File: config.mk
export PLATFORM = sky130hd
export DESIGN_NAME = secure_key_store
export DESIGN_NICKNAME = d
export VERILOG_FILES = /design/src/hdl/kss_pkg.sv /design/src/hdl/hash_match.sv /design/src/hdl/secure_key_store.sv
export SDC_FILE = /design/constraint.sdc
export NUM_CORES = 1
export LEC_CHECK = 0
export BUFFER_PORTS_ARGS = -buffer_cell sky130_fd_sc_hd__buf_2
export CORE_AREA = 4 4 239 241
export CTS_BUF_LIST = sky130_fd_sc_hd__clkbuf_8
export DETAILED_ROUTE_END_ITERATION = 16
export DIE_AREA = 0 0 243 245
export GPL_ROUTABILITY_DRIVEN = 0
export GPL_TIMING_DRIVEN = 0
export SLEW_MARGIN = 20
export SYNTH_ARGS = -nofsm -noshare
export SYNTH_HDL_FRONTEND = slang
export SYNTH_SLANG_ARGS = --single-unit
export TNS_END_PERCENT = 20
File: constraint.sdc
create_clock -name clk -period 1.3 [get_ports clk]
set_input_delay 0.26 -clock clk [delete_from_list [all_inputs] [get_ports clk]]
set_output_delay 0.26 -clock clk [all_outputs]
set_load 0.1 [all_outputs]
File: src/hdl/kss_pkg.sv
/*
 * Constants shared by the key store: address map, sizes, phases.
 * Assumes nothing of its surroundings; imported whole by each module except kat_model.
 */
package kss_pkg;

    // ==================================================================
    // sizes
    localparam int DATA_W     = 32;   // host word
    localparam int ADDR_W     = 8;    // host word address
    localparam int USE_W      = 2;    // use-case identifier width
    localparam int KREG_WORDS = 8;    // write-only key register words
    localparam int CHANNELS   = 4;    // key-load channels, one slot each
    localparam int SLOT_WORDS = 8;    // words per key store slot
    localparam int HASH_W     = 256;  // public-key digest width

    // ==================================================================
    // address map (word addresses)
    localparam logic [7:0] KREG_BASE = 8'h00;  // key registers
    localparam logic [7:0] FIFO_BASE = 8'h20;  // one push address per channel

    // ==================================================================
    // phases of the store
    typedef enum logic [1:0] {
        ST_ZERO  = 2'b00,  // zeroize sweep
        ST_TEST  = 2'b01,  // waiting on power-up self-tests
        ST_READY = 2'b10,  // open for key loads and operations
        ST_LOCK  = 2'b11   // self-test failed, closed until reset
    } phase_e;

endpackage : kss_pkg

File: src/hdl/hash_match.sv
/*
 * Compares the digest of the public key carried with an image against
 * the one-time-programmed digest and holds the verdict.
 * Assumes the digest is computed outside and the programmed digest
 * arrives on a read-only input with no write path back.
 */
`timescale 1ns/1ns

module hash_match
    import kss_pkg::*;
#(
    parameter int HW = HASH_W
) (
    input  wire logic          clk,
    input  wire logic          rst_n,
    input  wire logic          clr,
    input  wire logic          hash_valid,
    input  wire logic [HW-1:0] image_hash,
    input  wire logic [HW-1:0] otp_hash,
    output logic               checked,
    output logic               verified
);

    // ==================================================================
    // state
    typedef struct packed {
        logic checked;
        logic verified;
    } match_s;

    match_s q;
    match_s d;

    // verdict follows each new digest; a reset event drops it
    always_comb begin
        d = q;
        if (clr) begin
            d = '0;
        end else if (hash_valid) begin
            d.checked  = 1'b1;
            d.verified = (image_hash == otp_hash);
        end
    end

    always_ff @(posedge clk or negedge rst_n) begin
        if (!rst_n) begin
            q <= '0;
        end else begin
            q <= d;
        end
    end

    // the programmed digest is only ever compared, never stored or written
    assign checked  = q.checked;
    assign verified = q.verified;

endmodule : hash_match

File: src/hdl/secure_key_store.sv
/*
 * Key and sensitive_parameter store of a cipher core: write-only key
 * registers, per-channel key slots loaded by the owning use case,
 * zeroize sweep on every reset event, self-test gate, digest check.
 * Assumes a host port synchronous to clk, an outside self-test engine
 * and an outside digest engine; owner assignment is a static input.
 */
`timescale 1ns/1ns

module secure_key_store
    import kss_pkg::*;
#(
    parameter int CH  = CHANNELS,
    parameter int SW  = SLOT_WORDS,
    parameter int KW  = KREG_WORDS,
    parameter int HW  = HASH_W
) (
    input  wire logic                  clk,
    input  wire logic                  rstn,
    // host port
    input  wire logic                  bus_req,
    input  wire logic                  bus_we,
    input  wire logic [ADDR_W-1:0]     bus_addr,
    input  wire logic [DATA_W-1:0]     bus_wdata,
    input  wire logic [USE_W-1:0]      bus_use,
    output logic                       bus_ack,
    output logic                       bus_err,
    output logic [DATA_W-1:0]          bus_rdata,
    // channel ownership, USE_W bits per channel
    input  wire logic [CH*USE_W-1:0]   chan_owner,
    // access-control reset event
    input  wire logic                  acr_req,
    // self-test engine
    output logic                       kat_start,
    input  wire logic                  kat_done,
    input  wire logic                  kat_pass,
    // cipher operation gate
    input  wire logic                  op_req,
    input  wire logic [$clog2(CH > 1 ? CH : 2)-1:0] op_chan,
    output logic                       op_grant,
    output logic [CH-1:0]              key_loaded,
    // status
    output logic                       ready,
    output logic                       locked,
    // image key check
    input  wire logic                  hash_valid,
    input  wire logic [HW-1:0]         image_hash,
    input  wire logic [HW-1:0]         otp_hash,
    output logic                       hash_checked,
    output logic                       key_verified
);

    localparam int CH_W = $clog2(CH > 1 ? CH : 2);
    localparam int PT_W = $clog2(SW > 1 ? SW : 2);
    localparam int KI_W = $clog2(KW > 1 ? KW : 2);

    // ==================================================================
    // reset release through two flops
    logic [1:0] rst_sync_q;
    logic       rst_n;

    always_ff @(posedge clk or negedge rstn) begin
        if (!rstn) begin
            rst_sync_q <= 2'h0;
        end else begin
            rst_sync_q <= {rst_sync_q[0], 1'b1};
        end
    end

    assign rst_n = rst_sync_q[1];

    // ==================================================================
    // state
    typedef struct packed {
        phase_e                           phase;
        logic [CH_W-1:0]                  zcnt;
        logic                             kat_start;
        logic                             ack;
        logic                             err;
        logic [DATA_W-1:0]                rdata;
        logic                             grant;
        logic [KW-1:0][DATA_W-1:0]        kreg;
        logic [CH-1:0][SW-1:0][DATA_W-1:0] slot;
        logic [CH-1:0][PT_W-1:0]          ptr;
        logic [CH-1:0]                    full;
    } store_s;

    store_s q;
    store_s d;

    // ==================================================================
    // address decode and ownership
    logic [ADDR_W-1:0] kofs;
    logic [ADDR_W-1:0] fofs;
    logic              khit;
    logic              fhit;
    logic [CH-1:0]     own_ok;
    logic [CH_W-1:0]   fidx;

    assign kofs = bus_addr - KREG_BASE;
    assign fofs = bus_addr - FIFO_BASE;
    assign khit = (bus_addr >= KREG_BASE) && (kofs < ADDR_W'(KW));
    assign fhit = (bus_addr >= FIFO_BASE) && (fofs < ADDR_W'(CH));
    assign fidx = fofs[CH_W-1:0];

    // each channel accepts only the use case it is assigned to
    for (genvar c = 0; c < CH; c++) begin : g_owner
        assign own_ok[c] = (chan_owner[c*USE_W +: USE_W] == bus_use);
    end

    // ==================================================================
    // next state
    always_comb begin
        d           = q;
        d.ack       = 1'b0;
        d.err       = 1'b0;
        d.rdata     = '0;
        d.kat_start = 1'b0;
        d.grant     = 1'b0;

        case (q.phase)
            // one slot per cycle; slots stay RAM-shaped for a real array
            ST_ZERO: begin
                d.kreg          = '0;
                d.slot[q.zcnt]  = '0;
                d.ptr[q.zcnt]   = '0;
                d.full[q.zcnt]  = 1'b0;
                if (q.zcnt == CH_W'(CH - 1)) begin
                    d.zcnt      = '0;
                    d.phase     = ST_TEST;
                    d.kat_start = 1'b1;
                end else begin
                    d.zcnt = q.zcnt + CH_W'(1);
                end
            end
            ST_TEST: begin
                if (kat_done) begin
                    d.phase = kat_pass ? ST_READY : ST_LOCK;
                end
            end
            ST_READY: begin
                // operations only on a completely loaded slot
                d.grant = op_req && q.full[op_chan];
            end
            ST_LOCK: begin
                d.phase = ST_LOCK;
            end
            default: begin
                d.phase = ST_ZERO;
                d.zcnt  = '0;
            end
        endcase

        // host port: every access is answered the next cycle
        if (bus_req) begin
            d.ack = 1'b1;
            if (!bus_we) begin
                d.rdata = '0;
            end else if (q.phase != ST_READY) begin
                d.err = 1'b1;
            end else if (khit) begin
                d.kreg[kofs[KI_W-1:0]] = bus_wdata;
            end else if (fhit && own_ok[fidx]) begin
                // first word of a key wipes the slot, no stale tail
                if (q.ptr[fidx] == '0) begin
                    d.slot[fidx] = '0;
                    d.full[fidx] = 1'b0;
                end
                d.slot[fidx][q.ptr[fidx]] = bus_wdata;
                if (q.ptr[fidx] == PT_W'(SW - 1)) begin
                    d.ptr[fidx]  = '0;
                    d.full[fidx] = 1'b1;
                end else begin
                    d.ptr[fidx] = q.ptr[fidx] + PT_W'(1);
                end
            end else begin
                d.err = 1'b1;
            end
        end

        // access-control reset wins over phase, key and slot state in flight; a bus answer or a kat_start raised in the same cycle still goes out
        if (acr_req) begin
            d.kreg  = '0;
            d.full  = '0;
            d.ptr   = '0;
            d.grant = 1'b0;
            d.phase = ST_ZERO;
            d.zcnt  = '0;
        end
    end

    // everything clears at once; the sweep then runs regardless
    always_ff @(posedge clk or negedge rst_n) begin
        if (!rst_n) begin
            q <= '0;
        end else begin
            q <= d;
        end
    end

    // ==================================================================
    // digest check
    hash_match #(
        .HW (HW)
    ) u_match (
        .clk        (clk),
        .rst_n      (rst_n),
        .clr        (acr_req),
        .hash_valid (hash_valid),
        .image_hash (image_hash),
        .otp_hash   (otp_hash),
        .checked    (hash_checked),
        .verified   (key_verified)
    );

    // ==================================================================
    // outputs: status only, key words have no route to a port
    // keys come from host writes alone, nothing here derives one
    assign bus_ack    = q.ack;
    assign bus_err    = q.err;
    assign bus_rdata  = q.rdata;
    assign kat_start  = q.kat_start;
    assign op_grant   = q.grant;
    assign key_loaded = q.full;
    assign ready      = (q.phase == ST_READY);
    assign locked     = (q.phase == ST_LOCK);

endmodule : secure_key_store
== Word level (Yosys, flattened, before mapping) ==
Index checks and enable logic that the tools add are counted.
Word-level totals
  memories kept: 0
  bits in latches: 0
  input port bits: 573
  bits in writable memories: 0
  word-level logic and storage cells: 177
  register bits: 1340
  bits in read-only memories: 0
  output and inout bits: 44
Cells by class
  equality and inequality tests: 13
  bitwise logic cells: 13
  order comparisons: 13
  reduce and logical (&&, ||, !) cells: 14
  divide/modulo/power cells: 0
  muxes and demuxes: 66
  $mul: 0
  $add $sub $neg: 3
  shift-type cells: 0
Operators with widths (number)
  1024-bit 2-to-1 mux: 6
  1296-bit 2-to-1 mux: 4
  1040-bit 2-to-1 mux: 2
  1024-bit bitwise AND: 2
  1024-bit NOT: 2
  256-bit demux with 2-bit select: 3
  1024-bit bitwise mux: 1
  256-bit 2-to-1 mux: 4
  257-bit 2-to-1 mux: 1
  256-bit bitwise mux: 1
  256-bit == test: 1
  32-bit demux with 3-bit select: 2
  32-bit 2-to-1 mux: 2
  34-bit 2-to-1 mux: 1
  4-bit 2-to-1 mux: 8
  12-bit bitwise AND: 2
  12-bit NOT: 2
  16-bit 2-to-1 mux: 1
  12-bit bitwise mux: 1
  3-bit demux with 2-bit select: 2
  12-bit 2-to-1 mux: 1
  3-bit 2-to-1 mux: 4
  1-bit 2-to-1 mux: 11
  2-bit 2-to-1 mux: 5
  30 further kinds: 53

== Logic depth before layout (Yosys ltp) ==
  word-level depth: 22
  gate-level depth with buffers: 8
  depth with buffers taken out: 8

== Cells and area by module ==
A second synthesis with hierarchy kept.
Second synthesis, totals
  cell total of the unflattened synthesis: 606
  area total of the unflattened synthesis: 4937.2 sq um
By module, submodules not included
  hash_match: cells each 417, area each 3114.2 sq um, seq. area each 50.0 sq um, instances 1
  secure_key_store: cells each 189, area each 1823.0 sq um, seq. area each 650.6 sq um, instances 1

== Least setup slack after synthesis ==
Ideal clock, no wire load.
  path type: reg2reg
  from: reg q[1334] (netlist name)
  to: reg q (netlist bit key_loaded[3])
  required time: 1.222 ns
  period minus slack after synthesis: 2.449 ns
  arrival time: 2.371 ns
  buffers on the path: 0
  setup slack: -1.149 ns
  setup time: 0.078 ns
  stages on the path, launching flop included: 6
  path through: dfrtp_1 > and2b_1 > nand4_1 > a2111o_1 > or2_0 > a21oi_1
RTL lines
  start, declared: RTL line secure_key_store.sv:88  | store_s q;
  start signal, assigned: RTL line secure_key_store.sv:195  | q <= '0;
  start signal, assigned: RTL line secure_key_store.sv:197  | q <= d;

== Final worst setup path ==
  from: in otp_hash[58]
  to: reg u_match.q (netlist bit u_match.verified)
Between the ends
  longest elaborated chain between the ends: 3
RTL lines
  start, declared: RTL line secure_key_store.sv:48  | input wire logic [HW-1:0] otp_hash,
  256-bit == test: RTL line hash_match.sv:41  | d.verified = (image_hash == otp_hash);
  2-bit 2-to-1 mux: RTL line hash_match.sv:39  | end else if (hash_valid) begin
  2-bit 2-to-1 mux: RTL line hash_match.sv:37  | if (clr) begin
  end signal, assigned: RTL line hash_match.sv:47  | q <= '0;
  end signal, assigned: RTL line hash_match.sv:49  | q <= d;
  end, declared: RTL line hash_match.sv:31  | match_s q;
No other way between the ends. The select of a mux whose other input is x is not followed.
A chain may end at the register's enable or synchronous reset.

==> key figures <==
Timing
  • Slew HR: 47.2%
  • Period Utilization, post-route: 156%
  • Max-slew violations: 0
  • PnR worst setup slack: -734 ps
  • Final Setup Violations: 21
  • RSZ-0062 raised after global routing: yes
  • Min Tclk post-route: 2030 ps
  • Slew of the pin with the lowest slew margin: 785 ps
  • Hold Fails Final Rpt: 0
  • Final Skew: 5.50 ps
  • Fmax achieved: 492 MHz

Drt
  • WL final: 43700 um
  • Iter 0 DRT Violations: 247
  • Via density: 3.66
  • Routed WL per cell: 22.2 um
  • Via count: 7180
  • Remaining DRCs: 0
  • Post-route ant nets: 0
  • TritonRoute pass-1 iters: 5

Clock tree
  • Clk Latency, worst-skew pair: 280 ps
  • Clock root cell: clkbuf_8
  • CTS tree: done
  • Clk sinks: 28
  • Max Buffers Root-to-Sink: 2
  • CTS Buf Count: 3
  • Clock Pin Slew Worst Setup and Hold Paths: 100 ps
  • # H-tree levels: 1

Pwr
  • Pint: 2.42 mW
  • Clock power frac: 11.3%
  • Sw Ratio: 46.2%
  • Power Density: 470 nW/um2
  • Flop pwr share: 21.4%
  • Max VDD drop: 0.487 mV
  • Comb power frac: 67.3%
  • NetSw: 2.07 mW
  • Leak: 4.56 nW

Floorplanning
  • Rows: 86
  • Die H: 245 um
  • Core area: 54900 um2
  • IO Count: 617
  • Initial Utilization: 9.40%
  • Die area: 59500 um2
  • Die Width: 243 um

Finish
  • Final non-filler cell total: 1964
  • Final instance area: 9550 um2
  • Layout fillers: 6318
  • Share of cells above drive strength 1: 53.2%
  • Synth-to-layout area growth: 85.2%
  • Post-layout util: 17.4%
  • Fin nets: 1821

Synthesis
  • Compound-Gate Fraction of Synth Area: 14.8%
  • Main combinational cell family by area after synthesis: XOR/XNOR gates
  • Post-Synth Adder-Cell Area: 2.18%
  • Syn avg cell area: 7.97 um2
  • XOR/XNOR share of the synthesized area: 30.4%
  • Synth unique cells: 56
  • Post-Syn Area: 5160 um2
  • Simple-Gate Fraction of Synth Area: 27.1%
  • Post-synth EDFFs: 0
  • Sequential fraction of the synthesis area: 13.6%
  • Mux cell area share after synthesis: 1.75%
  • Yosys warning count: 0
  • Synth Flop Type: dfrtp_1
  • Yosys reg bits: 28
  • Asr flop ratio synth: 100%
  • Synth Instances: 647

Critical path
  • CP max FO: 2
  • Crit. End Element: flip-flop
  • Crit start category: input pin
  • Kind of critical path: in2reg
  • Crit path DAT: 2240 ps
  • WP data required: 1510 ps

Global route
  • Largest net degree at the start of global routing: 27
  • Number of global-route vias before repair: 7272
  • Tot GR Track Use: 13.7%
  • First-pass GRT wire length: 56400 um
  • Total grt overflow: 0
  • Initial antenna violation count: 57

Placement
  • Area of placed instances: 8970 um2
  • Cell count after placement: 1933
  • I/O Buffers: 550
  • DP Wirelength: 41300 um

Outcome
  • Failing checks: setup timing
  • Outcome: finished with violations

Hold path
  • Hold Path Class: in2reg

Flow run
  • Number of max-cap violations: 0
registers in the layout, indices dropped and copies added, names as in the netlist:
register and count:
u_match.verified 1, u_match.checked 1, bus_err 1, bus_ack 1, key_loaded 4, kat_start 1
op_grant 1, rst_sync_q 2, q 16
metrics by stage:
| stage | total power [mW] | hold WS (ps) | TNS (ps) | setup WS [ps] |
|---|---|---|---|---|
| after floorplan | 2.46 | -35.6 | -9480 | -623 |
| after global placement | 3.86 | 47.0 | -14690 | -3090 |
| after detailed placement | 3.89 | 48.5 | -13760 | -1950 |
| after CTS | 4.50 | 124 | -9120 | -783 |
| after global routing | 4.78 | 128 | -10550 | -790 |
| final | 4.49 | 132 | -8860 | -734 |
worst max-delay path, cell delays in order:
cell	delay [ps]
buf_2	100
nor2b_4	110
a2111o_1	410
nor4_4	350
nand4_1	200
or4_4	600
o21ai_4	190
final timing paths:
kind / start / end / slack [ps] / cells past startpoint
max in group asynchronous: rst_sync_q[1] / q[1334] / 590 / 0
min reg2reg: rst_sync_q[1] / bus_ack / 290 / 0
max: otp_hash[58] / u_match.verified / -730 / 7
min: bus_req / bus_ack / 130 / 1
max reg2reg: q[13] / q[10] / -620 / 5
min in group asynchronous: rstn / rst_sync_q[1] / 280 / 2
power by group through the flow:
stage | Combinational [mW] | Clock, mW | Sequential [mW]
final | 3.02 | 0.506 | 0.963
after CTS | 3.01 | 0.520 | 0.964
after global routing | 3.26 | 0.546 | 0.973
after detailed placement | 2.90 | 0 | 0.984
after floorplan | 1.41 | 0 | 1.05
after global placement | 2.88 | 0 | 0.983
area by class of cell:
type	instances	area [um2]	area share, %
diodes	22	55.1	0.576
plain buffers	40	310	3.25
clock buffers	3	41.3	0.432
clock inverters	1	3.75	0.0393
inverters	59	221	2.32
multi-input cells	550	4420	46.2
flip-flops and latches	28	702	7.35
well taps	704	881	9.22
repair buffers	557	2920	30.6
layer usage:
layer  vias to the layer above  global-route usage (%)  wire (um)
met5                         -                       0        120
met4                        18                    3.23       1560
met3                        98                    3.62       3520
met2                       414                    24.8      21300
met1                      3221                    16.2      17200
li1                       3429                       -          -
cells in the mapped netlist (3+ instances only):
master     number  area share, %
buf_4          36            5.2
or4_1           3           0.44
nand2_1        20            1.5
nor4_1         35            4.2
o31ai_1         3           0.44
clkbuf_1        3           0.22
nor2b_1        51            6.2
a22oi_1         4           0.58
o2111ai_1      13            2.2
and2b_1         3           0.44
a2111oi_0       6            1.0
o22ai_1        15            1.8
o21ai_0         4           0.39
nand3_1        10           0.97
inv_1          58            4.2
a2111o_1       11            2.4
or2b_2          7            1.2
a21oi_1        21            2.0
nor3_1          3           0.29
nand2b_1       32            3.9
dfrtp_1        28             14
xnor2_1        92             16
mux4_2          4            1.7
nor2_1         10           0.73
a22o_1          5           0.85
ha_1            9            2.2
nand3b_1        6           0.87
xor2_1         87             15
nand4_1        33            4.0
logic make-up (layout without fill, tap and decap cells):
group	after synthesis	count (layout)
xor+xnor	179	179
other cells	2	55
flops	28	28
fa+ha+maj	9	9
mux	4	4
buf+inv	100	660
compound gates	98	98
simple gates	227	227
layout by cell type (no fill, tap or decap), types with 19 or more instances in the layout:
master    netlist  final
xor2_1         87     87
xnor2_1        92     90
conb_1          2     33
dfrtp_1        28     27
nand4_1        33     33
nor2b_1        51     43
nor4_1         35     27
nand2b_1       32     29
buf_2           1    537
a21oi_1        21     20
buf_4          36     42
nand2_1        20     19
inv_1          58     58
diode_2         0     22
repair_timing:
item,in CTS,in global routing
endpoints found under the setup margin,29,25
gates resized for setup,69,28
hold buffers,1,0
setup buffers,3,2
endpoints found under the hold margin,2,0
pin swaps,29,24
No activity file was read; power rests on OpenSTA's default activity.
